==> src/rtl/rtcc_defs.svh <==
// Constants of the time, calendar and alarm register block
`ifndef RTCC_DEFS_SVH
`define RTCC_DEFS_SVH
`define RTCC_OFF_CTRL    8'h00
`define RTCC_OFF_MODE    8'h04
`define RTCC_OFF_TIME    8'h08
`define RTCC_OFF_CAL     8'h0C
`define RTCC_OFF_TALR    8'h10
`define RTCC_OFF_CALR    8'h14
`define RTCC_OFF_STAT    8'h18
`define RTCC_OFF_SCLR    8'h1C
`define RTCC_OFF_VALID   8'h2C
`define RTCC_F_ACK       0
`define RTCC_F_ALR       1
`define RTCC_F_SEC       2
`define RTCC_F_TIM       3
`define RTCC_F_CAL       4
`define RTCC_NV_TIM      0
`define RTCC_NV_CAL      1
`define RTCC_NV_TALR     2
`define RTCC_NV_CALR     3
`define RTCC_AFTERNOON_INDICATOR_BIT    22
`define RTCC_SS_MATCH_ENABLE_BIT   7
`define RTCC_MM_MATCH_ENABLE_BIT   15
`define RTCC_HH_MATCH_ENABLE_BIT  23
`define RTCC_DAY_OF_MONTH_MATCH_ENABLE_BIT  31
`define RTCC_MONTH_MATCH_ENABLE_BIT   23
`define RTCC_RST_DATE    8'h01
`define RTCC_RST_DOW     3'd1
`define RTCC_RST_MONTH   8'h01
`define RTCC_RST_YEAR    8'h07
`define RTCC_RST_CENTURY_VALUE    8'h20
`define RTCC_RST_ADATE   6'h01
`define RTCC_RST_AMONTH  5'h01
`define RTCC_BCD_ZERO    8'h00
`define RTCC_BCD_ONE     8'h01
`define RTCC_BCD_ELEVEN  8'h11
`define RTCC_BCD_TWELVE  8'h12
`define RTCC_BCD_23      8'h23
`define RTCC_BCD_59      8'h59
`define RTCC_BCD_99      8'h99
`define RTCC_BCD_31      8'h31
`define RTCC_BCD_CENTURY_VALUE    8'h20
`define RTCC_DOW_MAX     3'd7
`define RTCC_TEV_MIN     2'd0
`define RTCC_TEV_HOUR    2'd1
`define RTCC_TEV_MIDN    2'd2
`define RTCC_TEV_NOON    2'd3
`define RTCC_CEV_WEEK    2'd0
`define RTCC_CEV_MONTH   2'd1
`define RTCC_CEV_YEAR    2'd2
`define RTCC_SEC_NS      1000000000
`define RTCC_CLK_NS      10
`endif

==> src/rtl/rtcc_pkg.sv <==
// Types of the time, calendar and alarm register block
package rtcc_pkg;
	typedef enum logic [2:0] {
		UPD_RUN   = 3'b001,
		UPD_GRANT = 3'b010,
		UPD_HOLD  = 3'b100
	} rtcc_upd_type;

	typedef struct packed {
		rtcc_upd_type upd;
		logic         updTim;
		logic         updCal;
		logic [1:0]   time_event_select;
		logic [1:0]   calendar_event_select;
		logic         twelveHour;
		logic [7:0]   sec;
		logic [7:0]   min;
		logic [7:0]   hour;
		logic [2:0]   dow;
		logic [7:0]   date;
		logic [7:0]   month;
		logic [7:0]   year;
		logic [7:0]   century_value;
		logic [6:0]   aSec;
		logic [6:0]   aMin;
		logic [6:0]   aHour;
		logic [5:0]   aDate;
		logic [4:0]   aMonth;
		logic         aSecEn;
		logic         aMinEn;
		logic         aHourEn;
		logic         aDateEn;
		logic         aMonthEn;
		logic [4:0]   flags;
		logic [3:0]   invalid;
		logic [31:0]  presc;
		logic [31:0]  rdata;
	} rtcc_state_type;
endpackage

==> src/rtl/rtcc_regs.sv <==
// Time, calendar and alarm registers with status flags behind APB
// Operation
// - Mode bit 0 picks 12 or 24 hours
// - Seconds and minutes accept BCD 0..59
// - Units in low nibble, tens above
// - Hours 1..12 or 0..23 by mode
// - Time bit 22 flags afternoon
// - Century accepts only BCD 20
// - Year accepts BCD 00..99
// - Month accepts BCD 01..12
// - Weekday 1..7, never drives date
// - Day of month accepts 01 up to the length of the month
// - Time alarm fields with enables 7,15,23
// - Alarm fields compare to BCD counters, hour to the 12-hour view in 12-hour mode
// - Date alarm enable 31, month 23
// - Status bit 0 grants time or calendar updates
// - Status bit 1 set on alarm match
// - Status bit 2 set per second tick
// - Status bit 3 on selected time event
// - Status bit 4 on selected calendar event
// - Clear register ones clear status flags
// - Illegal writes dropped, validity flag set
// - Time event codes minute,hour,midnight,noon
//
// Our own choices: register access over APB and the placing of the registers.
`timescale 1ns/100ps
`include "rtcc_defs.svh"

module rtcc_regs #(
	parameter int TICKS_PER_SEC = `RTCC_SEC_NS / `RTCC_CLK_NS
) (
	input  wire logic        mclk,
	input  wire logic        rst_b,
	input  wire logic        ce,
	input  wire logic        psel,
	input  wire logic        penable,
	input  wire logic        pwrite,
	input  wire logic [7:0]  paddr,
	input  wire logic [31:0] pwdata,
	output logic             pready,
	output logic             pslverr,
	output logic [31:0]      prdata
);
	import rtcc_pkg::*;

	rtcc_state_type st_ff;
	rtcc_state_type nxt_st;
	logic           tick;
	logic           wr;
	logic           mapped;
	logic [7:0]     hourView;
	logic           alarmHit;
	logic           secWrap;
	logic           minWrap;
	logic           dayWrap;
	logic           dateWrap;
	logic           monthWrap;

	// Range and digit check of a BCD byte
	function automatic logic bcdOk(input logic [7:0] v, input logic [7:0] lo,
		input logic [7:0] hi);
		return v[3:0] <= 4'd9 && v[7:4] <= 4'd9 && v >= lo && v <= hi;
	endfunction

	function automatic logic [7:0] bcdInc(input logic [7:0] v);
		return (v[3:0] == 4'd9) ? {v[7:4] + 4'd1, 4'd0} : v + 8'd1;
	endfunction

	function automatic logic [4:0] bcdToBin(input logic [7:0] v);
		return 5'({v[5:4], 3'b000} + {v[5:4], 1'b0} + {1'b0, v[3:0]});
	endfunction

	function automatic logic [7:0] binToBcd(input logic [4:0] b);
		logic [7:0] r;
		r = 8'(b);
		if (b >= 5'd20) begin
			r = {4'd2, 4'(b - 5'd20)};
		end else if (b >= 5'd10) begin
			r = {4'd1, 4'(b - 5'd10)};
		end
		return r;
	endfunction

	// Stored 24-hour BCD to {afternoon, 12-hour BCD}
	function automatic logic [7:0] hourTo12(input logic [7:0] h);
		logic [4:0] b;
		logic       pm;
		b = bcdToBin(h);
		pm = b >= 5'd12;
		if (pm) begin
			b = b - 5'd12;
		end
		if (b == 5'd0) begin
			b = 5'd12;
		end
		return {pm, 7'(binToBcd(b))};
	endfunction

	function automatic logic [7:0] hourTo24(input logic [7:0] h, input logic pm);
		logic [4:0] b;
		b = bcdToBin(h);
		if (b == 5'd12) begin
			b = 5'd0;
		end
		if (pm) begin
			b = b + 5'd12;
		end
		return binToBcd(b);
	endfunction

	function automatic logic [7:0] daysIn(input logic [7:0] m, input logic [7:0] y);
		logic leap;
		leap = y[4] ? (y[3:0] == 4'd2 || y[3:0] == 4'd6)
			: (y[3:0] == 4'd0 || y[3:0] == 4'd4 || y[3:0] == 4'd8);
		case (m)
			8'h02: return leap ? 8'h29 : 8'h28;
			8'h04, 8'h06, 8'h09, 8'h11: return 8'h30;
			default: return `RTCC_BCD_31;
		endcase
	endfunction

	// hour range follows the selected format
	function automatic logic hourOk(input logic [7:0] h, input logic pm, input logic m12);
		return m12 ? bcdOk(h, `RTCC_BCD_ONE, `RTCC_BCD_TWELVE)
			: (bcdOk(h, `RTCC_BCD_ZERO, `RTCC_BCD_23) && !pm);
	endfunction

	assign tick = ce && st_ff.presc == 32'(TICKS_PER_SEC - 1);
	assign wr = psel && penable && pwrite && ce;
	assign mapped = paddr inside {`RTCC_OFF_CTRL, `RTCC_OFF_MODE, `RTCC_OFF_TIME,
		`RTCC_OFF_CAL, `RTCC_OFF_TALR, `RTCC_OFF_CALR, `RTCC_OFF_STAT,
		`RTCC_OFF_SCLR, `RTCC_OFF_VALID};
	assign pready = ce;
	assign pslverr = psel && penable && !mapped;
	assign prdata = st_ff.rdata;

	assign hourView = st_ff.twelveHour ? hourTo12(st_ff.hour) : {1'b0, st_ff.hour[6:0]};

	assign alarmHit = (st_ff.aSecEn || st_ff.aMinEn || st_ff.aHourEn || st_ff.aDateEn
		|| st_ff.aMonthEn)
		&& (!st_ff.aSecEn || st_ff.aSec == st_ff.sec[6:0])
		&& (!st_ff.aMinEn || st_ff.aMin == st_ff.min[6:0])
		&& (!st_ff.aHourEn || st_ff.aHour == {hourView[7], hourView[5:0]})
		&& (!st_ff.aDateEn || st_ff.aDate == st_ff.date[5:0])
		&& (!st_ff.aMonthEn || st_ff.aMonth == st_ff.month[4:0]);

	assign secWrap = st_ff.sec == `RTCC_BCD_59;
	assign minWrap = secWrap && st_ff.min == `RTCC_BCD_59;
	assign dayWrap = minWrap && st_ff.hour == `RTCC_BCD_23;
	assign dateWrap = dayWrap && st_ff.date == daysIn(st_ff.month, st_ff.year);
	assign monthWrap = dateWrap && st_ff.month == `RTCC_BCD_TWELVE;

	always_comb begin
		logic [7:0] h;
		h = `RTCC_BCD_ZERO;
		nxt_st = st_ff;
		nxt_st.presc = tick ? 32'd0 : st_ff.presc + 32'd1;
		if (wr) begin
			case (paddr)
				`RTCC_OFF_CTRL: begin
					nxt_st.updTim = pwdata[0];
					nxt_st.updCal = pwdata[1];
					nxt_st.time_event_select = pwdata[9:8];
					nxt_st.calendar_event_select = pwdata[17:16];
				end
				`RTCC_OFF_MODE: begin
					nxt_st.twelveHour = pwdata[0];
				end
				`RTCC_OFF_TIME: begin
					if (st_ff.updTim && st_ff.upd == UPD_GRANT) begin
						h = {2'b00, pwdata[21:16]};
						if (bcdOk({1'b0, pwdata[6:0]}, `RTCC_BCD_ZERO, `RTCC_BCD_59)
							&& bcdOk({1'b0, pwdata[14:8]}, `RTCC_BCD_ZERO, `RTCC_BCD_59)
							&& hourOk(h, pwdata[`RTCC_AFTERNOON_INDICATOR_BIT], st_ff.twelveHour)) begin
							nxt_st.sec = {1'b0, pwdata[6:0]};
							nxt_st.min = {1'b0, pwdata[14:8]};
							nxt_st.hour = st_ff.twelveHour
								? hourTo24(h, pwdata[`RTCC_AFTERNOON_INDICATOR_BIT]) : h;
							nxt_st.invalid[`RTCC_NV_TIM] = 1'b0;
						end else begin
							nxt_st.invalid[`RTCC_NV_TIM] = 1'b1;
						end
					end
				end
				`RTCC_OFF_CAL: begin
					if ((st_ff.updCal || st_ff.updTim) && st_ff.upd == UPD_GRANT) begin
						if (pwdata[7:0] == `RTCC_BCD_CENTURY_VALUE
							&& bcdOk(pwdata[15:8], `RTCC_BCD_ZERO, `RTCC_BCD_99)
							&& bcdOk({3'b000, pwdata[20:16]}, `RTCC_BCD_ONE,
								`RTCC_BCD_TWELVE)
							&& pwdata[23:21] != 3'd0
							&& bcdOk({2'b00, pwdata[29:24]}, `RTCC_BCD_ONE,
								daysIn({3'b000, pwdata[20:16]}, pwdata[15:8]))) begin
							nxt_st.century_value = pwdata[7:0];
							nxt_st.year = pwdata[15:8];
							nxt_st.month = {3'b000, pwdata[20:16]};
							nxt_st.dow = pwdata[23:21];
							nxt_st.date = {2'b00, pwdata[29:24]};
							nxt_st.invalid[`RTCC_NV_CAL] = 1'b0;
						end else begin
							nxt_st.invalid[`RTCC_NV_CAL] = 1'b1;
						end
					end
				end
				`RTCC_OFF_TALR: begin
					if (bcdOk({1'b0, pwdata[6:0]}, `RTCC_BCD_ZERO, `RTCC_BCD_59)
						&& bcdOk({1'b0, pwdata[14:8]}, `RTCC_BCD_ZERO, `RTCC_BCD_59)
						&& hourOk({2'b00, pwdata[21:16]}, pwdata[`RTCC_AFTERNOON_INDICATOR_BIT],
							st_ff.twelveHour)) begin
						nxt_st.aSec = pwdata[6:0];
						nxt_st.aMin = pwdata[14:8];
						nxt_st.aHour = pwdata[22:16];
						nxt_st.aSecEn = pwdata[`RTCC_SS_MATCH_ENABLE_BIT];
						nxt_st.aMinEn = pwdata[`RTCC_MM_MATCH_ENABLE_BIT];
						nxt_st.aHourEn = pwdata[`RTCC_HH_MATCH_ENABLE_BIT];
						nxt_st.invalid[`RTCC_NV_TALR] = 1'b0;
					end else begin
						nxt_st.invalid[`RTCC_NV_TALR] = 1'b1;
					end
				end
				`RTCC_OFF_CALR: begin
					if (bcdOk({2'b00, pwdata[29:24]}, `RTCC_BCD_ONE, `RTCC_BCD_31)
						&& bcdOk({3'b000, pwdata[20:16]}, `RTCC_BCD_ONE,
							`RTCC_BCD_TWELVE)) begin
						nxt_st.aDate = pwdata[29:24];
						nxt_st.aMonth = pwdata[20:16];
						nxt_st.aDateEn = pwdata[`RTCC_DAY_OF_MONTH_MATCH_ENABLE_BIT];
						nxt_st.aMonthEn = pwdata[`RTCC_MONTH_MATCH_ENABLE_BIT];
						nxt_st.invalid[`RTCC_NV_CALR] = 1'b0;
					end else begin
						nxt_st.invalid[`RTCC_NV_CALR] = 1'b1;
					end
				end
				`RTCC_OFF_SCLR: begin
					nxt_st.flags = st_ff.flags & ~pwdata[4:0];
				end
				default: begin
				end
			endcase
		end
		case (st_ff.upd)
			UPD_RUN: begin
				if (tick && (st_ff.updTim || st_ff.updCal)) begin
					nxt_st.upd = UPD_GRANT;
					nxt_st.flags[`RTCC_F_ACK] = 1'b1;
				end
			end
			UPD_GRANT: begin
				if (!st_ff.updTim && !st_ff.updCal) begin
					nxt_st.upd = UPD_HOLD;
				end
			end
			UPD_HOLD: begin
				if (tick) begin
					nxt_st.upd = UPD_RUN;
				end
			end
			default: begin
				nxt_st.upd = UPD_RUN;
			end
		endcase
		if (tick) begin
			nxt_st.flags[`RTCC_F_SEC] = 1'b1;
			if (alarmHit) begin
				nxt_st.flags[`RTCC_F_ALR] = 1'b1;
			end
		end
		if (tick && !st_ff.updTim) begin
			nxt_st.sec = secWrap ? `RTCC_BCD_ZERO : bcdInc(st_ff.sec);
			if (secWrap) begin
				nxt_st.min = minWrap ? `RTCC_BCD_ZERO : bcdInc(st_ff.min);
			end
			if (minWrap) begin
				nxt_st.hour = dayWrap ? `RTCC_BCD_ZERO : bcdInc(st_ff.hour);
			end
			case (st_ff.time_event_select)
				`RTCC_TEV_MIN: nxt_st.flags[`RTCC_F_TIM] |= secWrap;
				`RTCC_TEV_HOUR: nxt_st.flags[`RTCC_F_TIM] |= minWrap;
				`RTCC_TEV_MIDN: nxt_st.flags[`RTCC_F_TIM] |= dayWrap;
				`RTCC_TEV_NOON: nxt_st.flags[`RTCC_F_TIM] |=
					minWrap && st_ff.hour == `RTCC_BCD_ELEVEN;
				default: begin
				end
			endcase
			if (!st_ff.updCal && dayWrap) begin
				nxt_st.dow = (st_ff.dow == `RTCC_DOW_MAX) ? 3'd1 : st_ff.dow + 3'd1;
				nxt_st.date = dateWrap ? `RTCC_BCD_ONE : bcdInc(st_ff.date);
				if (dateWrap) begin
					nxt_st.month = monthWrap ? `RTCC_BCD_ONE : bcdInc(st_ff.month);
				end
				if (monthWrap) begin
					nxt_st.year = (st_ff.year == `RTCC_BCD_99) ? `RTCC_BCD_ZERO
						: bcdInc(st_ff.year);
				end
				case (st_ff.calendar_event_select)
					`RTCC_CEV_WEEK: nxt_st.flags[`RTCC_F_CAL] |=
						st_ff.dow == `RTCC_DOW_MAX;
					`RTCC_CEV_MONTH: nxt_st.flags[`RTCC_F_CAL] |= dateWrap;
					`RTCC_CEV_YEAR: nxt_st.flags[`RTCC_F_CAL] |= monthWrap;
					default: begin
					end
				endcase
			end
		end
		if (psel && !penable && !pwrite && ce) begin
			case (paddr)
				`RTCC_OFF_CTRL: nxt_st.rdata = {14'h0, st_ff.calendar_event_select, 6'h0,
					st_ff.time_event_select, 6'h0, st_ff.updCal, st_ff.updTim};
				`RTCC_OFF_MODE: nxt_st.rdata = {31'h0, st_ff.twelveHour};
				`RTCC_OFF_TIME: nxt_st.rdata = {9'h0, hourView[7], hourView[5:0],
					1'b0, st_ff.min[6:0], 1'b0, st_ff.sec[6:0]};
				`RTCC_OFF_CAL: nxt_st.rdata = {2'b00, st_ff.date[5:0], st_ff.dow,
					st_ff.month[4:0], st_ff.year, 1'b0, st_ff.century_value[6:0]};
				`RTCC_OFF_TALR: nxt_st.rdata = {8'h0, st_ff.aHourEn, st_ff.aHour,
					st_ff.aMinEn, st_ff.aMin, st_ff.aSecEn, st_ff.aSec};
				`RTCC_OFF_CALR: nxt_st.rdata = {st_ff.aDateEn, 1'b0, st_ff.aDate,
					st_ff.aMonthEn, 2'b00, st_ff.aMonth, 16'h0};
				`RTCC_OFF_STAT: nxt_st.rdata = {27'h0, st_ff.flags};
				`RTCC_OFF_VALID: nxt_st.rdata = {28'h0, st_ff.invalid};
				default: nxt_st.rdata = 32'h0000_0000;
			endcase
		end
	end

	always_ff @(posedge mclk or negedge rst_b) begin
		if (!rst_b) begin
			st_ff <= '0;
			st_ff.upd <= UPD_RUN;
			st_ff.dow <= `RTCC_RST_DOW;
			st_ff.date <= `RTCC_RST_DATE;
			st_ff.month <= `RTCC_RST_MONTH;
			st_ff.year <= `RTCC_RST_YEAR;
			st_ff.century_value <= `RTCC_RST_CENTURY_VALUE;
			st_ff.aDate <= `RTCC_RST_ADATE;
			st_ff.aMonth <= `RTCC_RST_AMONTH;
		end else if (ce) begin
			st_ff <= nxt_st;
		end
	end
endmodule

==> config.mk <==
export PLATFORM = sky130hd
export DESIGN_NAME = rtcc_regs
export DESIGN_NICKNAME = d
export VERILOG_FILES = /design/src/rtl/rtcc_pkg.sv /design/src/rtl/rtcc_regs.sv
export VERILOG_INCLUDE_DIRS = /design/src /design/src/rtl
export SDC_FILE = /design/constraint.sdc
export NUM_CORES = 1
export LEC_CHECK = 0
export BUFFER_PORTS_ARGS = -buffer_cell sky130_fd_sc_hd__buf_2
export CAP_MARGIN = 40
export CORE_MARGIN = 2
export CORE_UTILIZATION = 63
export CTS_BUF_LIST = sky130_fd_sc_hd__clkbuf_4
export DETAILED_ROUTE_END_ITERATION = 8
export GPL_TIMING_DRIVEN = 0
export PLACE_DENSITY = 0.82
export SETUP_SLACK_MARGIN = 0.3
export SLEW_MARGIN = 20
export SYNTH_ARGS = -nofsm -noshare
export SYNTH_HDL_FRONTEND = slang
export SYNTH_SLANG_ARGS = --single-unit
export TNS_END_PERCENT = 1
==> constraint.sdc <==
create_clock -name mclk -period 4.51 [get_ports mclk]
set_input_delay 0.2255 -clock mclk [delete_from_list [all_inputs] [get_ports mclk]]
set_output_delay 0.2255 -clock mclk [all_outputs]
set_load 0.01 [all_outputs]
Word level (Yosys, flattened, before mapping)

Index checks and enable logic that the tools add are counted.

Register bits: 179
Bits of input ports: 46
Output and inout port bits: 34
Word-level logic and storage cells: 341

Add/subtract/negate cells: 24
Order comparisons: 26
Equal/unequal tests: 59
Multiplexer cells: 86
Bitwise gates (word level): 9
Reductions and logical operators: 105

Operators with widths:

| kind                  | count |
|---|---|
| $pmux 32 s8           | 1 |
| $mux 8                | 20 |
| $mux 105              | 1 |
| $mux 35               | 3 |
| $mux 5                | 15 |
| $mux 24               | 3 |
| $eq 8x5->1 const B    | 7 |
| $mux 51               | 1 |
| $logic_and 1x1->1     | 49 |
| $add 8x1->8 const B   | 6 |
| $mux 21               | 2 |
| $add 32x1->32 const B | 1 |
| $eq 32x27->1 const B  | 1 |
| $eq 4x4->1 const B    | 8 |
| $mux 32               | 1 |
| $mux 27               | 1 |
| $add 4x1->4 const B   | 6 |
| $eq 8x3->1 const B    | 3 |
| $eq 8x4->1 const B    | 3 |
| $eq 8x6->1 const B    | 3 |
| $mux 11               | 2 |
| $eq 7x7->1            | 3 |
| $le 4x4->1 const B    | 5 |
| $pmux 5 s2            | 2 |
| 64 further kinds      | 162 |

Depth between registers and ports, before layout

Word-level depth: 28
Depth in mapped cells: 16

Worst setup path after synthesis

No wires, ideal clock.

Kind: reg-to-reg
Start: register st_ff[149] (netlist bit)
End: register st_ff[69] (netlist bit)
Setup time: 120 ps
Arrival time: 3,356 ps
Data required time: 4,390 ps
Path slack: 1,034 ps
Cell stages (with the launch flop): 15
Buffers on the path: 1
Cell sequence: dfrtp_1 -> ha_1 -> fa_1 -> xor2_1 -> ha_1 -> buf_1 -> inv_1 -> nor2_1 -> a211oi_1 -> mux2_2 -> o31a_1 -> o211ai_1 -> o21ai_0 -> xnor2_1 -> a31o_2

Longest elaborated chain between the ends: 17

Ends and longest elaborated chain:

| item                                      | line                             | source |
|---|---|---|
| start: declaration                        | rtcc_regs.sv:46                  | `rtcc_state_type st_ff;` |
| start signal: assignment                  | rtcc_regs.sv:337                 | `st_ff <= nxt_st;` |
| $add 5x3->5                               | rtcc_regs.sv:70                  | `return 5'({v[5:4], 3'b000} + {v[5:4], 1'b0} + {1'b0, v[3:0]});` |
| $add 5x4->5                               | rtcc_regs.sv:70                  |  |
| $sub 5x4->5 or $ge 5x4->1 (tied branches) | rtcc_regs.sv:91, rtcc_regs.sv:89 |  |
| $mux 5                                    | rtcc_regs.sv:90                  | `if (pm) begin` |
| $logic_not 5->1                           | rtcc_regs.sv:93                  | `if (b == 5'd0) begin` |
| $mux 5                                    | rtcc_regs.sv:93                  |  |
| $sub 4x4->4 or $ge 5x4->1 (tied branches) | rtcc_regs.sv:79, rtcc_regs.sv:78 |  |
| $mux 5                                    | rtcc_regs.sv:78                  | `end else if (b >= 5'd10) begin` |
| $mux 7                                    | rtcc_regs.sv:76                  | `if (b >= 5'd20) begin` |
| $mux 8 (*)                                | rtcc_regs.sv:137                 | `assign hourView = st_ff.twelveHour ? hourTo12(st_ff.hour) : {1'b0, st_ff.hour[6:0]};` |
| $eq 7x7->1 (*)                            | rtcc_regs.sv:143                 | `&& (!st_ff.aHourEn \|\| st_ff.aHour == {hourView[7], hourView[5:0]})` |
| $logic_or 1x1->1 (*)                      | rtcc_regs.sv:143                 |  |
| $logic_and 1x1->1 (*)                     | rtcc_regs.sv:143                 |  |
| $logic_and 1x1->1 (*)                     | rtcc_regs.sv:144                 | `&& (!st_ff.aDateEn \|\| st_ff.aDate == st_ff.date[5:0])` |
| $logic_and 1x1->1 (*)                     | rtcc_regs.sv:145                 | `&& (!st_ff.aMonthEn \|\| st_ff.aMonth == st_ff.month[4:0]);` |
| $mux 1 (*)                                | rtcc_regs.sv:264                 | `if (alarmHit) begin` |
| $mux 2 (*)                                | rtcc_regs.sv:262                 | `if (tick) begin` |

Mark *: on every way between the ends. The rest lies on a longest branch, timed or not.
A chain may end at the register's enable or synchronous reset.

Final worst setup path

Start: register st_ff[149] (netlist bit)
End: register st_ff, in the netlist prdata[19]

Longest elaborated chain between the ends: 11

Ends and longest elaborated chain:

| item                                      | line                             | source |
|---|---|---|
| $add 5x3->5 (*)                           | rtcc_regs.sv:70                  |  |
| $add 5x4->5 (*)                           | rtcc_regs.sv:70                  |  |
| $sub 5x4->5 or $ge 5x4->1 (tied branches) | rtcc_regs.sv:91, rtcc_regs.sv:89 |  |
| $mux 5 (*)                                | rtcc_regs.sv:90                  |  |
| $logic_not 5->1                           | rtcc_regs.sv:93                  |  |
| $mux 5 (*)                                | rtcc_regs.sv:93                  |  |
| $sub 4x4->4 or $ge 5x4->1 (tied branches) | rtcc_regs.sv:79, rtcc_regs.sv:78 |  |
| $mux 5                                    | rtcc_regs.sv:78                  |  |
| $mux 7 (*)                                | rtcc_regs.sv:76                  |  |
| $mux 8 (*)                                | rtcc_regs.sv:137                 |  |
| $pmux 32 s8 (*)                           | rtcc_regs.sv:306                 | `case (paddr)` |

Marked as above.

==> metrics.yaml <==
use_met1_pct: 47.6
max_freq_mhz: 251
worstSetupPathType: "flip-flop to flip-flop"
grt_pass1_wl_um: 52900
grt-ovfl-total: 0
rsz0062_at_grt: "no"
dr_total_vias: 10380
clk_pin_slew_worst_paths_ns: 0.15
start_util_pct: 63.7
setup_viol: 0
pin_count: 80
synth_common_cells: "dfrtp_1 (167), nor2_1 (124), nand2_1 (113)"
synth-adder-area-share_pct: 4.99
arrival_ns: 4.47
fin_crit_sh_pct: 88.3
core_mm2: 0.0178
p_int_mw: 2.26
ys_async_sr_fraction_pct: 100
peakVddDrop_v: 0.000162
violations: "DRC"
critPathMaxFanout: 10
fp.dieH_um: 138
nets: 1472
synth_top_area_share_pct: 36.9
drc: 10
finalPower_mw: 3.20
syn-num-nets: 1349
ys_seq_area_share_pct: 39.2
fin_worst_skew_ns: 0.0203
worst_pin_slew_ns: 0.815
seqCellArea_mm2: 0.00444
synthMuxAreaShare_pct: 5.12
post_drt_wl_per_cell_um: 20.3
antenna_found_initial: 1
p_switching_uw: 948
ys_warn_count: 0
antenna_left: 0
met3_usage_pct: 7.03
synth_xor_area_share_pct: 6.49
start_kind: "flip-flop"
gp_congestion: 0.994
fin_crit_ns: 3.98
drtPass1Iterations: 9
vias_per_cell: 6.38
switching_share_pct: 29.6
htreeDepth: 4
busiest_layer: "met2"
endpoint_kind: "flip-flop"
synth_compound_area_share_pct: 18.1
synth_top_family_by_area: "simple AND/OR/NAND/NOR gates"
crit_required_ns: 5.00
drive_above_1_share_pct: 15.8
area_growth_pct: 11.5
port_buffers: 75
die_width_um: 138
fillers: 1393
synthCells: 1259
hold_class: "primary input to flip-flop"
status: "finished with violations"
p_comb_share_pct: 16.6
drt-total-wl_um: 33000
synth-seq-cells: 177
relSlewSlack_pct: 45.4
numCtsBuffers: 17
setup-tns-final_ns: 0
power_frac_clock_pct: 28.8
yosysTopAreaCell: "dfrtp_1"
cts_root_buf: "clkbuf_4"
reg2reg_slack_ns: 0.53
die_area_mm2: 0.0191
synth-simple-area-share_pct: 19.7
multi_input_area_mm2: 0.00619
max_cap_viol_count: 0
tritoncts: "done"
netlist_top_cells_area: "dfrtp_1 (37%), ha_1 (4.6%), nor2_1 (4.1%)"
maxSlewViolCount: 0
rows: 49
avgSynthCellArea_um2: 9.00
synth_cell_types: 82
total_leakage_power_nw: 5.77
synth_area_mm2: 0.0113
cts_buffer_depth: 2
power_frac_seq_pct: 54.6
power_density_mw_per_mm2: 254
clock-sinks: 177
dp_hpwl_um: 24500
hold_viol_final: 0
synth.most_common_cell: "dfrtp_1"
synth-main-ff-cell: "dfrtp_1"
grt_pass1_vias: 9905
grt_start_max_net_pins: 63
drtIter0Drc: 1234
clock_latency_ns: 0.61
grt_use_total_pct: 34.8
grt_use_met2_pct: 54.9
synth_edf_count: 0
final cells by class:
class / count / area share [%]
Multi-Input combinational cell: 927 / 49.0
Buffer: 107 / 4.27
Clock buffer: 18 / 1.07
Sequential cell: 177 / 35.2
Clock inverter: 14 / 1.12
Tap cell: 229 / 2.27
Antenna cell: 2 / 0.0396
Inverter: 48 / 1.43
Timing Repair Buffer: 104 / 5.59
worst paths after layout:
| path | startpoint | to | depth (start not counted) |
|---|---|---|---|
| max | st_ff[149] | prdata[19] | 12 |
| min | pwdata[20] | st_ff[93] | 2 |
| max reg2reg | st_ff[149] | prdata[19] | 12 |
| min reg2reg | st_ff[160] | st_ff[160] | 1 |
| max in group asynchronous | rst_b | st_ff[126] | 4 |
| min in group asynchronous | rst_b | st_ff[150] | 2 |
worst max-delay path, cell delays in order (launching register included):
cell      delay (ns)
dfrtp_1         0.55
ha_1            0.28
fa_1            0.41
xor2_2          0.31
ha_1            0.29
clkbuf_1        0.22
and4_1          0.21
nor3_1          0.53
o41ai_1         0.21
o32ai_2         0.19
a21oi_1         0.15
a21boi_1        0.38
a21oi_1         0.12
routing by layer:
metal | vias to the layer above | part of all wire (%)
met4 | 0 | 3.5
li1 | 4794 | -
met1 | 4944 | 41
met5 | - | 0
met3 | 107 | 9.4
met2 | 535 | 46
cell usage in the layout, fill, tap and decap left out, drive strengths merged, types with 21 or more instances in the layout:
master       count
a21oi           72
a31oi           21
and3            25
buf            121
clkbuf          82
dfrtp          167
dlygate4sd3     26
ha              42
inv             50
mux2            40
nand2          114
nand3           36
nor2           124
nor3            23
o21ai           64
xnor2           43
xor2            41
power groups by stage:
stage | Clock, mW | Sequential [mW] | Combinational, mW
2_1_floorplan | 0 | 1.75 | 0.325
3_3_place_gp | 0 | 1.77 | 0.491
3_5_place_dp | 0 | 1.78 | 0.512
4_1_cts | 0.928 | 1.75 | 0.531
5_1_grt | 0.984 | 1.76 | 0.594
6_report | 0.921 | 1.75 | 0.533
registers in the layout, summed over array words and instances (netlist names):
register / cells
st_ff: 146
prdata: 31
kinds of logic (layout without fill, tap and decap cells):
| kind of cell | Yosys count | after routing |
|---|---|---|
| AOI/OAI and AO/OA | 307 | 307 |
| buffers and inverters | 155 | 291 |
| muxes | 53 | 53 |
| xor gates and xnor gates | 84 | 84 |
| DFF | 177 | 177 |
| other | 1 | 3 |
| and+or+nand+nor | 438 | 438 |
| adders and majority gates | 44 | 44 |
through the flow:
step	instance area, um^2	utilization (%)	hold slack (ns)	setup slack [ns]	std cells
after floorplan	11300	-	-0.0701	1.03	1259
after global placement	12000	67.5	0.454	0.264	1563
after detailed placement	12100	67.9	0.195	0.171	1565
after CTS	12600	70.9	0.0133	0.342	1623
after global routing	12600	71.0	0.0475	0.302	1625
final	12600	71.0	0.0404	0.529	1626
timing repair:
item / in CTS / in global routing
hold buffers: 26 / 0
gates resized for setup: 0 / 3
hold endpoints to repair: 170 / 0
setup endpoints to repair: 0 / 2
buffers inserted: 0 / 0
No activity file was read; power rests on OpenSTA's default activity.
